<file path="src/hdl/mbrtu_pkg.sv">
// Purpose: Shared constants and carrier types for the RTU slave front end
// Assumes: One 200 MHz clock, synchronous active-high reset
// Notes:   Counts above 4096 cycles are top-level parameters fed from here
package mbrtu_pkg;

    // ************************************************************
    // Timing
    // ************************************************************
    localparam longint unsigned CLK_HZ      = 200_000_000;
    localparam int unsigned     BAUD_LO     = 9600;
    localparam int unsigned     BAUD_MID    = 19200;
    localparam int unsigned     BAUD_HI     = 38400;
    localparam longint unsigned MINUTE_S    = 60;
    localparam int unsigned     CHAR_BITS   = 11;
    // 3.5 characters of 11 bits is 38.5 bit times, rounded up
    localparam logic [5:0]      GAP_BITS    = 6'h27;

    // ************************************************************
    // Frame layout and limits
    // ************************************************************
    localparam int unsigned FRAME_MAX   = 260;
    localparam logic [8:0]  FRAME_MIN   = 9'h004;
    localparam logic [8:0]  PAYLOAD_MAX = 9'h100;
    localparam logic [8:0]  IDX_PAYLOAD = 9'h002;
    localparam logic [7:0]  ADDR_MIN    = 8'h01;
    localparam logic [7:0]  ADDR_MAX    = 8'hf7;
    localparam logic [15:0] QTY_BITS    = 16'h0020;
    localparam logic [15:0] QTY_REGS    = 16'h007f;
    localparam logic [4:0]  INACT_LO    = 5'h01;
    localparam logic [4:0]  INACT_HI    = 5'h1e;
    localparam logic [15:0] CRC_INIT    = 16'hffff;
    localparam logic [15:0] CRC_POLY    = 16'ha001;

    // ************************************************************
    // Encodings
    // ************************************************************
    localparam logic [1:0] PAR_NONE = 2'h0;
    localparam logic [1:0] PAR_ODD  = 2'h1;
    localparam logic [1:0] PAR_EVEN = 2'h2;
    localparam logic [1:0] BAUD_SEL_LO  = 2'h0;
    localparam logic [1:0] BAUD_SEL_MID = 2'h1;
    localparam logic [1:0] BAUD_SEL_HI  = 2'h2;

    localparam logic [7:0] FC_RD_COILS  = 8'h01;
    localparam logic [7:0] FC_RD_INPUTS = 8'h02;
    localparam logic [7:0] FC_RD_HOLD   = 8'h03;
    localparam logic [7:0] FC_RD_INREG  = 8'h04;
    localparam logic [7:0] FC_WR_ONE    = 8'h06;
    localparam logic [7:0] FC_RD_STATUS = 8'h07;
    localparam logic [7:0] FC_DIAG      = 8'h08;
    localparam logic [7:0] FC_EVT_CNT   = 8'h0b;
    localparam logic [7:0] FC_EVT_LOG   = 8'h0c;
    localparam logic [7:0] FC_WR_MANY   = 8'h10;
    localparam logic [7:0] FC_EXC_FLAG  = 8'h80;

    localparam logic [7:0] EXC_NONE  = 8'h00;
    localparam logic [7:0] EXC_FUNC  = 8'h01;
    localparam logic [7:0] EXC_ADDR  = 8'h02;
    localparam logic [7:0] EXC_VALUE = 8'h03;
    localparam logic [7:0] EXC_FAIL  = 8'h04;
    localparam logic [7:0] EXC_ACK   = 8'h05;
    localparam logic [7:0] EXC_BUSY  = 8'h06;

    // ************************************************************
    // Carriers
    // ************************************************************
    typedef struct packed {
        logic [1:0] baud_sel;
        logic [1:0] parity;
        logic [7:0] slave_addr;
        logic [4:0] inact_min;
    } mbrtu_cfg_t;

    typedef struct packed {
        logic [7:0]  func;
        logic [15:0] start;
        logic [15:0] qty;
    } mbrtu_db_req_t;

    typedef struct packed {
        logic [7:0] exc;
        logic [8:0] len;
    } mbrtu_db_rsp_t;

endpackage : mbrtu_pkg

</file>
<file path="src/hdl/mbrtu_slave.sv">
// Purpose: RTU slave front end: link framing, checks, dispatch, inactivity timer
// Assumes: Config, database and access inputs are on clk; rx pin is asynchronous
// Notes:   Database serves data, address and access checks and functions 7/8/11/12
module mbrtu_slave #(
    parameter logic [15:0] DIV_LO  = 16'(mbrtu_pkg::CLK_HZ / mbrtu_pkg::BAUD_LO),
    parameter logic [15:0] DIV_MID = 16'(mbrtu_pkg::CLK_HZ / mbrtu_pkg::BAUD_MID),
    parameter logic [15:0] DIV_HI  = 16'(mbrtu_pkg::CLK_HZ / mbrtu_pkg::BAUD_HI),
    parameter logic [35:0] CYC_MIN = 36'(mbrtu_pkg::CLK_HZ * mbrtu_pkg::MINUTE_S)
) (
    // Clock and reset
    input  wire logic                     clk,
    input  wire logic                     srst,
    // Two-wire link, half duplex
    input  wire logic                     rs485_rx,
    output logic                          rs485_tx,
    output logic                          rs485_tx_oe,
    // Port settings
    input  wire mbrtu_pkg::mbrtu_cfg_t    cfg,
    // Database request and answer
    output logic                          db_req,
    output mbrtu_pkg::mbrtu_db_req_t      db_req_f,
    input  wire logic                     db_done,
    input  wire mbrtu_pkg::mbrtu_db_rsp_t db_rsp,
    input  wire logic                     db_lock,
    // Database access to the frame buffer while serving
    input  wire logic [8:0]               db_mem_rd_idx,
    output logic      [7:0]               db_mem_rdata,
    input  wire logic                     db_mem_wr_en,
    input  wire logic [8:0]               db_mem_wr_idx,
    input  wire logic [7:0]               db_mem_wr_data,
    // Access level and scratchpad activity
    input  wire logic                     acc_default,
    input  wire logic                     pend_any,
    input  wire logic                     pw_raise,
    input  wire logic                     pend_write,
    output logic                          inact_expire
);

    // ************************************************************
    // State
    // ************************************************************
    typedef enum logic [2:0] {
        S_RX, S_CHECK, S_DB, S_TX_RD, S_TX_LD, S_TX_BIT
    } mbrtu_state_t;

    typedef struct packed {
        mbrtu_state_t state;
        logic         rx_s1, rx_s2, rx_prev;
        logic         busy;
        logic [15:0]  cyc;
        logic [3:0]   bitn;
        logic [7:0]   data;
        logic         par_acc;
        logic [5:0]   gap;
        logic [8:0]   len;
        logic         bad;
        logic [15:0]  crc;
        logic [7:0]   hdr_addr;
        mbrtu_pkg::mbrtu_db_req_t req_f;
        logic         req;
        logic [7:0]   exc;
        logic [8:0]   rlen;
        logic [8:0]   tx_idx;
        logic [10:0]  shreg;
        logic         tx_d, tx_oe;
        logic         wr_en;
        logic [8:0]   wr_idx;
        logic [7:0]   wr_data;
        logic         trun;
        logic [4:0]   tmin;
        logic [35:0]  tsub;
        logic         texp;
    } mbrtu_st_t;

    mbrtu_st_t  q, d;
    logic [7:0] mem_rdata;
    logic [8:0] mem_rd_idx;
    logic       mem_wr_en;
    logic [8:0] mem_wr_idx;
    logic [7:0] mem_wr_data;

    if (DIV_HI < 16'h0004 || CYC_MIN == '0) begin : g_chk
        $error("Baud divisor or minute count too small");
    end

    // CRC-16 over one byte, reflected polynomial
    function automatic logic [15:0] crc_byte(input logic [15:0] c, input logic [7:0] b);
        logic [15:0] r;
        r = c ^ {8'h00, b};
        for (int i = 0; i < 8; i++) begin
            r = r[0] ? ((r >> 1) ^ mbrtu_pkg::CRC_POLY) : (r >> 1);
        end
        return r;
    endfunction : crc_byte

    // ************************************************************
    // Next state
    // ************************************************************
    always_comb begin
        logic [15:0] div;
        logic [7:0]  exc;
        logic [7:0]  b;
        logic [8:0]  body_end;
        logic [4:0]  lim;
        div      = DIV_LO;
        exc      = mbrtu_pkg::EXC_NONE;
        b        = '0;
        body_end = '0;
        lim      = '0;
        d        = q;
        d.rx_s1   = rs485_rx;
        d.rx_s2   = q.rx_s1;
        d.rx_prev = q.rx_s2;
        d.req     = 1'b0;
        d.wr_en   = 1'b0;
        d.texp    = 1'b0;
        // Reserved selection falls back to the slowest rate
        if (cfg.baud_sel == mbrtu_pkg::BAUD_SEL_MID) begin
            div = DIV_MID;
        end else if (cfg.baud_sel == mbrtu_pkg::BAUD_SEL_HI) begin
            div = DIV_HI;
        end
        body_end = (q.exc != mbrtu_pkg::EXC_NONE) ? 9'h003 : mbrtu_pkg::IDX_PAYLOAD + q.rlen;

        case (q.state)
            S_RX: begin
                if (!q.busy) begin
                    if (q.rx_prev && !q.rx_s2) begin
                        d.busy = 1'b1;
                        d.cyc  = div >> 1;
                        d.bitn = '0;
                        d.gap  = '0;
                    end else if (q.len != '0) begin
                        if (q.cyc != '0) begin
                            d.cyc = q.cyc - 16'h0001;
                        end else if (q.gap >= mbrtu_pkg::GAP_BITS) begin
                            // Whole frame seen; verdict decides answer or silence
                            if (!q.bad && q.len >= mbrtu_pkg::FRAME_MIN && q.crc == '0 &&
                                q.hdr_addr == cfg.slave_addr &&
                                cfg.slave_addr >= mbrtu_pkg::ADDR_MIN &&
                                cfg.slave_addr <= mbrtu_pkg::ADDR_MAX) begin
                                d.state = S_CHECK;
                            end
                            d.len = '0;
                            d.bad = 1'b0;
                            d.crc = mbrtu_pkg::CRC_INIT;
                        end else begin
                            d.cyc = div - 16'h0001;
                            d.gap = q.gap + 6'h01;
                        end
                    end
                end else if (q.cyc != '0) begin
                    d.cyc = q.cyc - 16'h0001;
                end else begin
                    d.cyc  = div - 16'h0001;
                    d.bitn = q.bitn + 4'h1;
                    if (q.bitn == 4'h0) begin
                        d.busy = !q.rx_s2; // Glitch shorter than half a bit
                        d.par_acc = 1'b0;
                    end else if (q.bitn <= 4'h8) begin
                        d.data    = {q.rx_s2, q.data[7:1]};
                        d.par_acc = q.par_acc ^ q.rx_s2;
                    end else if (q.bitn == 4'h9) begin
                        if (cfg.parity == mbrtu_pkg::PAR_NONE) begin
                            d.bad = q.bad | !q.rx_s2;
                        end else if ((q.par_acc ^ q.rx_s2) != (cfg.parity == mbrtu_pkg::PAR_ODD)) begin
                            d.bad = 1'b1;
                        end
                    end else begin
                        d.busy = 1'b0;
                        d.gap  = '0;
                        d.bad  = q.bad | !q.rx_s2;
                        if (q.len < 9'(mbrtu_pkg::FRAME_MAX)) begin
                            // Raw binary bytes straight into the buffer
                            d.wr_en   = 1'b1;
                            d.wr_idx  = q.len;
                            d.wr_data = q.data;
                            d.crc     = crc_byte(q.crc, q.data);
                            d.len     = q.len + 9'h001;
                            case (q.len)
                                9'h000: d.hdr_addr = q.data;
                                9'h001: d.req_f.func = q.data;
                                9'h002: d.req_f.start[15:8] = q.data;
                                9'h003: d.req_f.start[7:0] = q.data;
                                9'h004: d.req_f.qty[15:8] = q.data;
                                9'h005: d.req_f.qty[7:0] = q.data;
                                default: ;
                            endcase
                        end else begin
                            d.bad = 1'b1;
                        end
                    end
                end
            end
            S_CHECK: begin
                case (q.req_f.func)
                    mbrtu_pkg::FC_RD_COILS, mbrtu_pkg::FC_RD_INPUTS: begin
                        if (q.req_f.qty == '0 || q.req_f.qty > mbrtu_pkg::QTY_BITS) begin
                            exc = mbrtu_pkg::EXC_VALUE;
                        end
                    end
                    mbrtu_pkg::FC_RD_HOLD, mbrtu_pkg::FC_RD_INREG: begin
                        if (q.req_f.qty == '0 || q.req_f.qty > mbrtu_pkg::QTY_REGS) begin
                            exc = mbrtu_pkg::EXC_VALUE;
                        end
                    end
                    mbrtu_pkg::FC_WR_MANY: begin
                        if (q.req_f.qty == '0 || q.req_f.qty > mbrtu_pkg::QTY_REGS) begin
                            exc = mbrtu_pkg::EXC_VALUE;
                        end else if (db_lock) begin
                            exc = mbrtu_pkg::EXC_BUSY;
                        end
                    end
                    mbrtu_pkg::FC_WR_ONE: begin
                        if (db_lock) begin
                            exc = mbrtu_pkg::EXC_BUSY;
                        end
                    end
                    mbrtu_pkg::FC_RD_STATUS, mbrtu_pkg::FC_DIAG,
                    mbrtu_pkg::FC_EVT_CNT, mbrtu_pkg::FC_EVT_LOG: ;
                    default: exc = mbrtu_pkg::EXC_FUNC;
                endcase
                d.crc    = mbrtu_pkg::CRC_INIT;
                d.tx_idx = '0;
                d.rlen   = '0;
                d.exc    = exc;
                if (exc != mbrtu_pkg::EXC_NONE) begin
                    d.state = S_TX_RD;
                end else begin
                    d.req   = 1'b1;
                    d.state = S_DB;
                end
            end
            S_DB: begin
                if (db_done) begin
                    // Database verdict on address, access and value is passed on
                    exc = db_rsp.exc;
                    if (exc == mbrtu_pkg::EXC_ACK ||
                        (exc == mbrtu_pkg::EXC_NONE && db_rsp.len > mbrtu_pkg::PAYLOAD_MAX)) begin
                        exc = mbrtu_pkg::EXC_FAIL;
                    end
                    d.exc   = exc;
                    d.rlen  = db_rsp.len;
                    d.state = S_TX_RD;
                end
            end
            S_TX_RD: begin
                d.state = S_TX_LD; // Buffer read takes one clock
            end
            S_TX_LD: begin
                if (q.tx_idx == 9'h000) begin
                    b = cfg.slave_addr;
                end else if (q.tx_idx == 9'h001) begin
                    b = q.req_f.func;
                    if (q.exc != mbrtu_pkg::EXC_NONE) begin
                        b = q.req_f.func | mbrtu_pkg::FC_EXC_FLAG;
                    end
                end else if (q.tx_idx == 9'h002 && q.exc != mbrtu_pkg::EXC_NONE) begin
                    b = q.exc;
                end else if (q.tx_idx < body_end) begin
                    b = mem_rdata;
                end else if (q.tx_idx == body_end) begin
                    b = q.crc[7:0];
                end else begin
                    b = q.crc[15:8];
                end
                if (q.tx_idx < body_end) begin
                    d.crc = crc_byte(q.crc, b);
                end
                d.shreg = {1'b1,
                           (cfg.parity == mbrtu_pkg::PAR_NONE) ? 1'b1 :
                           ((^b) ^ (cfg.parity == mbrtu_pkg::PAR_ODD)),
                           b, 1'b0};
                d.tx_d  = 1'b0;
                d.tx_oe = 1'b1;
                d.cyc   = div - 16'h0001;
                d.bitn  = '0;
                d.state = S_TX_BIT;
            end
            default: begin
                if (q.cyc != '0) begin
                    d.cyc = q.cyc - 16'h0001;
                end else if (q.bitn == 4'ha) begin
                    d.tx_idx = q.tx_idx + 9'h001;
                    d.state  = S_TX_RD;
                    if (q.tx_idx == body_end + 9'h001) begin
                        d.tx_oe = 1'b0;
                        d.tx_d  = 1'b1;
                        d.state = S_RX;
                        d.crc   = mbrtu_pkg::CRC_INIT;
                    end
                end else begin
                    d.cyc   = div - 16'h0001;
                    d.bitn  = q.bitn + 4'h1;
                    d.shreg = q.shreg >> 1;
                    d.tx_d  = q.shreg[1];
                end
            end
        endcase

        // Inactivity timer, minutes counted from a per-minute prescaler
        lim = (cfg.inact_min < mbrtu_pkg::INACT_LO) ? mbrtu_pkg::INACT_LO :
              (cfg.inact_min > mbrtu_pkg::INACT_HI) ? mbrtu_pkg::INACT_HI : cfg.inact_min;
        if (pw_raise || pend_write) begin
            d.trun = 1'b1;
            d.tmin = '0;
            d.tsub = '0;
        end else if (acc_default && !pend_any) begin
            d.trun = 1'b0;
            d.tmin = '0;
            d.tsub = '0;
        end else if (q.trun) begin
            if (q.tsub == CYC_MIN - 36'h1) begin
                d.tsub = '0;
                d.tmin = q.tmin + 5'h01;
                if (q.tmin + 5'h01 >= lim) begin
                    d.texp = 1'b1;
                    d.trun = 1'b0;
                end
            end else begin
                d.tsub = q.tsub + 36'h1;
            end
        end

        if (srst) begin
            d        = '0;
            d.state  = S_RX;
            d.rx_s1  = 1'b1;
            d.rx_s2  = 1'b1;
            d.rx_prev = 1'b1;
            d.tx_d   = 1'b1;
            d.crc    = mbrtu_pkg::CRC_INIT;
        end
    end

    always_ff @(posedge clk) begin
        q <= d;
    end

    // ************************************************************
    // Frame buffer, shared by link and database
    // ************************************************************
    // Database owns the buffer only while serving, so no arbitration is needed
    assign mem_rd_idx  = (q.state == S_DB) ? db_mem_rd_idx : q.tx_idx;
    assign mem_wr_en   = (q.state == S_DB) ? db_mem_wr_en : q.wr_en;
    assign mem_wr_idx  = (q.state == S_DB) ? db_mem_wr_idx : q.wr_idx;
    assign mem_wr_data = (q.state == S_DB) ? db_mem_wr_data : q.wr_data;

    mbrtu_frame_mem #(
        .WIDTH (8),
        .DEPTH (mbrtu_pkg::FRAME_MAX),
        .IW    (9)
    ) u_mem (
        .clk     (clk),
        .srst    (srst),
        .wr_en   (mem_wr_en),
        .wr_idx  (mem_wr_idx),
        .wr_data (mem_wr_data),
        .rd_idx  (mem_rd_idx),
        .rd_data (mem_rdata)
    );

    // Outputs
    assign rs485_tx     = q.tx_d;
    assign rs485_tx_oe  = q.tx_oe;
    assign db_req       = q.req;
    assign db_req_f     = q.req_f;
    assign db_mem_rdata = mem_rdata;
    assign inact_expire = q.texp;

endmodule : mbrtu_slave

</file>
<file path="src/hdl/mbrtu_frame_mem.sv">
// Purpose: Byte buffer holding one frame, registered read data
// Assumes: Writes beyond DEPTH are dropped by the caller or here
// Notes:   Read data appears one clock after the index
module mbrtu_frame_mem #(
    parameter int unsigned WIDTH = 8,
    parameter int unsigned DEPTH = 260,
    parameter int unsigned IW    = 9
) (
    // Clock and reset
    input  wire logic             clk,
    input  wire logic             srst,
    // Write port
    input  wire logic             wr_en,
    input  wire logic [IW-1:0]    wr_idx,
    input  wire logic [WIDTH-1:0] wr_data,
    // Read port
    input  wire logic [IW-1:0]    rd_idx,
    output logic      [WIDTH-1:0] rd_data
);

    typedef struct packed {
        logic [DEPTH-1:0][WIDTH-1:0] mem;
        logic [WIDTH-1:0]            rdata;
    } mbrtu_mem_st_t;

    mbrtu_mem_st_t q, d;

    if ((1 << IW) < DEPTH) begin : g_chk
        $error("Index width too small for depth");
    end

    // Storage update and registered read
    always_comb begin
        d = q;
        if (wr_en && wr_idx < IW'(DEPTH)) begin
            d.mem[wr_idx] = wr_data;
        end
        d.rdata = (rd_idx < IW'(DEPTH)) ? q.mem[rd_idx] : '0;
        if (srst) begin
            d.rdata = '0; // Contents are data and keep no reset
        end
    end

    always_ff @(posedge clk) begin
        q <= d;
    end

    assign rd_data = q.rdata;

endmodule : mbrtu_frame_mem

</file>
<file path="config.mk">
export PLATFORM = sky130hd
export DESIGN_NAME = mbrtu_slave
export DESIGN_NICKNAME = d
export VERILOG_FILES = /design/src/hdl/mbrtu_pkg.sv /design/src/hdl/mbrtu_slave.sv /design/src/hdl/mbrtu_frame_mem.sv
export SDC_FILE = /design/constraint.sdc
export NUM_CORES = 2
export LEC_CHECK = 0
export ABC_AREA = 1
export CAP_MARGIN = 20
export CORE_MARGIN = 1
export CORE_UTILIZATION = 25
export CTS_BUF_LIST = sky130_fd_sc_hd__clkbuf_8
export CTS_CLUSTER_DIAMETER = 50
export DETAILED_ROUTE_END_ITERATION = 8
export DONT_BUFFER_PORTS = 1
export GPL_ROUTABILITY_DRIVEN = 0
export PLACE_DENSITY = 0.37
export SETUP_SLACK_MARGIN = 0.05
export SYNTH_ARGS = -nofsm -noshare
export SYNTH_HDL_FRONTEND = slang
export SYNTH_SLANG_ARGS = --single-unit
</file>
<file path="constraint.sdc">
create_clock -name clk -period 6.6 [get_ports clk]
set_clock_uncertainty 0.05 [all_clocks]
set_input_delay 0.33 -clock clk [delete_from_list [all_inputs] [get_ports clk]]
set_output_delay 0.33 -clock clk [all_outputs]
set_load 0.01 [all_outputs]
</file>
==> results.toml <==
[timing]
hold_violations = 0
fin_setup_tns_ns = 0
grt_setup_unrepaired = "no"
setup_slack_ns = 0.519
finalSetupViolCount = 0
drv_slew = 0
finalWorstPathRequiredPeriod_ns = 6.08
slew_headroom_pct = 21.4
worstMarginPinSlew_ns = 1.18
fin_crit_sh_pct = 92.1
timing.fmax_ghz = 0.164

[layout]
n_fill_cell = 39300
final_area_sq_um = 110000
finalCoreUtilization_pct = 29.0
nNetsFinal = 8612
area_growth_pct = 15.4
layout-drive-gt1-share_pct = 9.08

[logic_synthesis]
postSynthAreaPerCell_sq_um = 11.4
yosys-top-cells-area = "edfxtp_1, o21ai_0, nor2_1"
synth_mux_area_share_pct = 0.0105
synth-xor-area-share_pct = 0.699
synth_top_family_by_area = "compound AO/OA/AOI/OAI gates"
synth_seq_area_share_pct = 70.0
synth_edf_count = 2080
synth_adder_area_share_pct = 0.471
yosys_most_used_dff = "edfxtp_1"
ys_async_sr_fraction_pct = 0
synth-simple-area-share_pct = 11.2
synth_seq_cells = 2304
yosysMostFrequentCell = "edfxtp_1"
synth_compound_area_share_pct = 13.7
synth_top_cell_by_area = "edfxtp_1"
ys.warnings.count = 0
synth_cell_types = 58
synthesis.nets = 8501
synth_common_cells = "edfxtp_1, nor2_1, o21ai_0, o22ai_1, nand2_1"
synth_top_area_share_pct = 65.4
synthCells = 8395
syn_area_sq_um = 95600

[setup_path]
crit_end = "u_mem.rd_data[5]$_SDFF_PP0_"
r2r-start = "q[216]$_SDFFE_PP0P_"
setup.worst_path.end_class = "flop"
arrival_ns = 6.98
crit_start = "q[216]$_SDFFE_PP0P_"
critPathLaunchType = "flop"
cp.required_ns = 7.50
reg2regPathDepth = 20
crit_fanout = 84
crit_type = "flop to flop"
r2r_slack_ns = 0.52
timing.rr.end = "u_mem.rd_data[5]$_SDFF_PP0_"

[routing]
drt-vias-per-instance = 4.87
wl_per_cell_um = 24.8
drt_pass1_iterations = 6
wirelength_um = 344000
drc_errors = 0
ant_nets = 0
via_count = 67500
drtIter0Drc = 5878

[pwr]
leakagePower_nw = 42.3
ir_drop_v = 0.000154
powerDensity_nw_per_um2 = 264
power.total_mw = 29.1

[cts]
cts_buffer_depth = 4
clkSinkCount = 2304
cts_setup_buffers = 0
clk-insertion-delay-late_ns = 1.10
cts-root-buf = "clkbuf_8"
cts_buffers = 411
cts_tree = "built"
clk_pin_slew_worst_paths_ns = 0.06
h-tree-depth = 5

[flow_run]
max_cap_viol_count = 0

[global_routing]
grt_max_degree = 171
grt_overflow = 0
grt_use_total_pct = 17.4
antenna_found_initial = 28
grt_pass1_vias = 67700
grt_pass1_wl_um = 492000

[placed_design]
dp_hpwl_um = 210000
dpl_cell_area_sq_um = 102000
pre_cts_ws_ns = 1.45
portBuffers = 0

[die]
core_area_sq_um = 380000
die_y_um = 620
initial_core_util_pct = 25.2
die-area_sq_um = 385000
die_x_um = 620
ios = 122
rows = 226

[hold_path]
hp-class = "input pin to flop"

[run_status]
status = "finished clean"
[layer usage]
layer	GRT usage [%]	vias up	wire length (um)
li1	-	30700	-
met1	23.9	34200	157000
met2	28.0	2031	158000
met3	2.83	479	19500
met4	5.11	8	9380
met5	0	-	57
[cells in the final DEF, fill, tap and decap left out, drive strengths merged, types with 36 or more instances in the layout]
| cell type | count |
|---|---|
| nand3 | 247 |
| dfxtp | 224 |
| edfxtp | 2080 |
| dlygate4sd3 | 78 |
| a21oi | 170 |
| o22ai | 665 |
| o21ai | 1496 |
| xor2 | 43 |
| ha | 36 |
| clkbuf | 425 |
| clkinv | 176 |
| nand2 | 502 |
| nor2 | 1757 |
| inv | 436 |
| buf | 194 |
| nor3 | 57 |
[cell families (layout without fill, tap and decap cells)]
kind of cell,count (synthesis),after routing
compound gates,2408,2408
xor+xnor,72,72
fa+ha+maj,36,36
buf+inv,909,1342
flops,2304,2304
mux,1,1
other cells,0,12
simple gates,2665,2665
[area by class of cell]
cell class,count,area [sq um],share of cell area (%)
inverter,335,1280,1.16
clock inverter,310,1980,1.80
clock buffer,425,5850,5.30
multi-input combinational,5182,25100,22.7
timing repair buffer,272,2850,2.59
antenna,12,30.0,0.0272
tap,5016,6280,5.69
sequential,2304,66900,60.7
[sequential cells by signal, indices dropped and copies added (netlist names)]
name / cells
u_mem.q: 2080
q: 172
db_req_f: 40
u_mem.rd_data: 8
db_req: 1
inact_expire: 1
rs485_tx: 1
rs485_tx_oe: 1
[critical path, cell delays in order (launching register included)]
cell,delay (ns)
dfxtp_1,0.48
inv_2,0.10
nand2_2,0.10
nor2_4,0.04
buf_4,0.28
o21ai_4,0.75
inv_8,0.45
buf_12,0.38
o21ai_0,0.20
o22ai_1,0.10
o21ai_0,0.26
o22ai_1,0.19
nand2_1,0.28
nand3_1,0.12
nand3_1,0.09
dlygate4sd3_1,0.56
nand3_1,0.06
dlygate4sd3_1,0.56
nand3_1,0.06
dlygate4sd3_1,0.56
a21oi_1,0.06
[worst min path at each step]
stage                     cells past startpoint              start                 endpoint
after global routing                          3               srst       q[73]$_SDFFE_PP0P_
after floorplan                               1  q[213]$_SDFF_PP1_        q[212]$_SDFF_PP1_
after CTS                                     9   db_mem_wr_idx[7]  u_mem.q[2058]$_DFFE_PP_
after detailed placement                      1  q[213]$_SDFF_PP1_        q[212]$_SDFF_PP1_
after global placement                        1  q[213]$_SDFF_PP1_        q[212]$_SDFF_PP1_
final                                         9   db_mem_wr_idx[7]  u_mem.q[2058]$_DFFE_PP_
[timing repair]
action / in CTS / in global routing
gates resized for setup: 0 / 0
hold endpoints to repair: 207 / 0
hold buffers: 79 / 0
[where the power goes]
group	internal, mW	leakage [nW]	total, mW	switching, mW
registers	15.7	26.0	15.7	0.0234
logic	0.126	11.9	0.361	0.234
clock network	6.84	4.40	13.1	6.23
[stage by stage]
stage	cells	hold WS, ns
2_1_floorplan	8395	0.339
3_3_place_gp	13000	0.356
3_5_place_dp	13000	0.352
4_1_cts	13800	0.00946
5_1_grt	13800	0.125
6_report	13900	0.139
(Power assumes the default switching activity.)
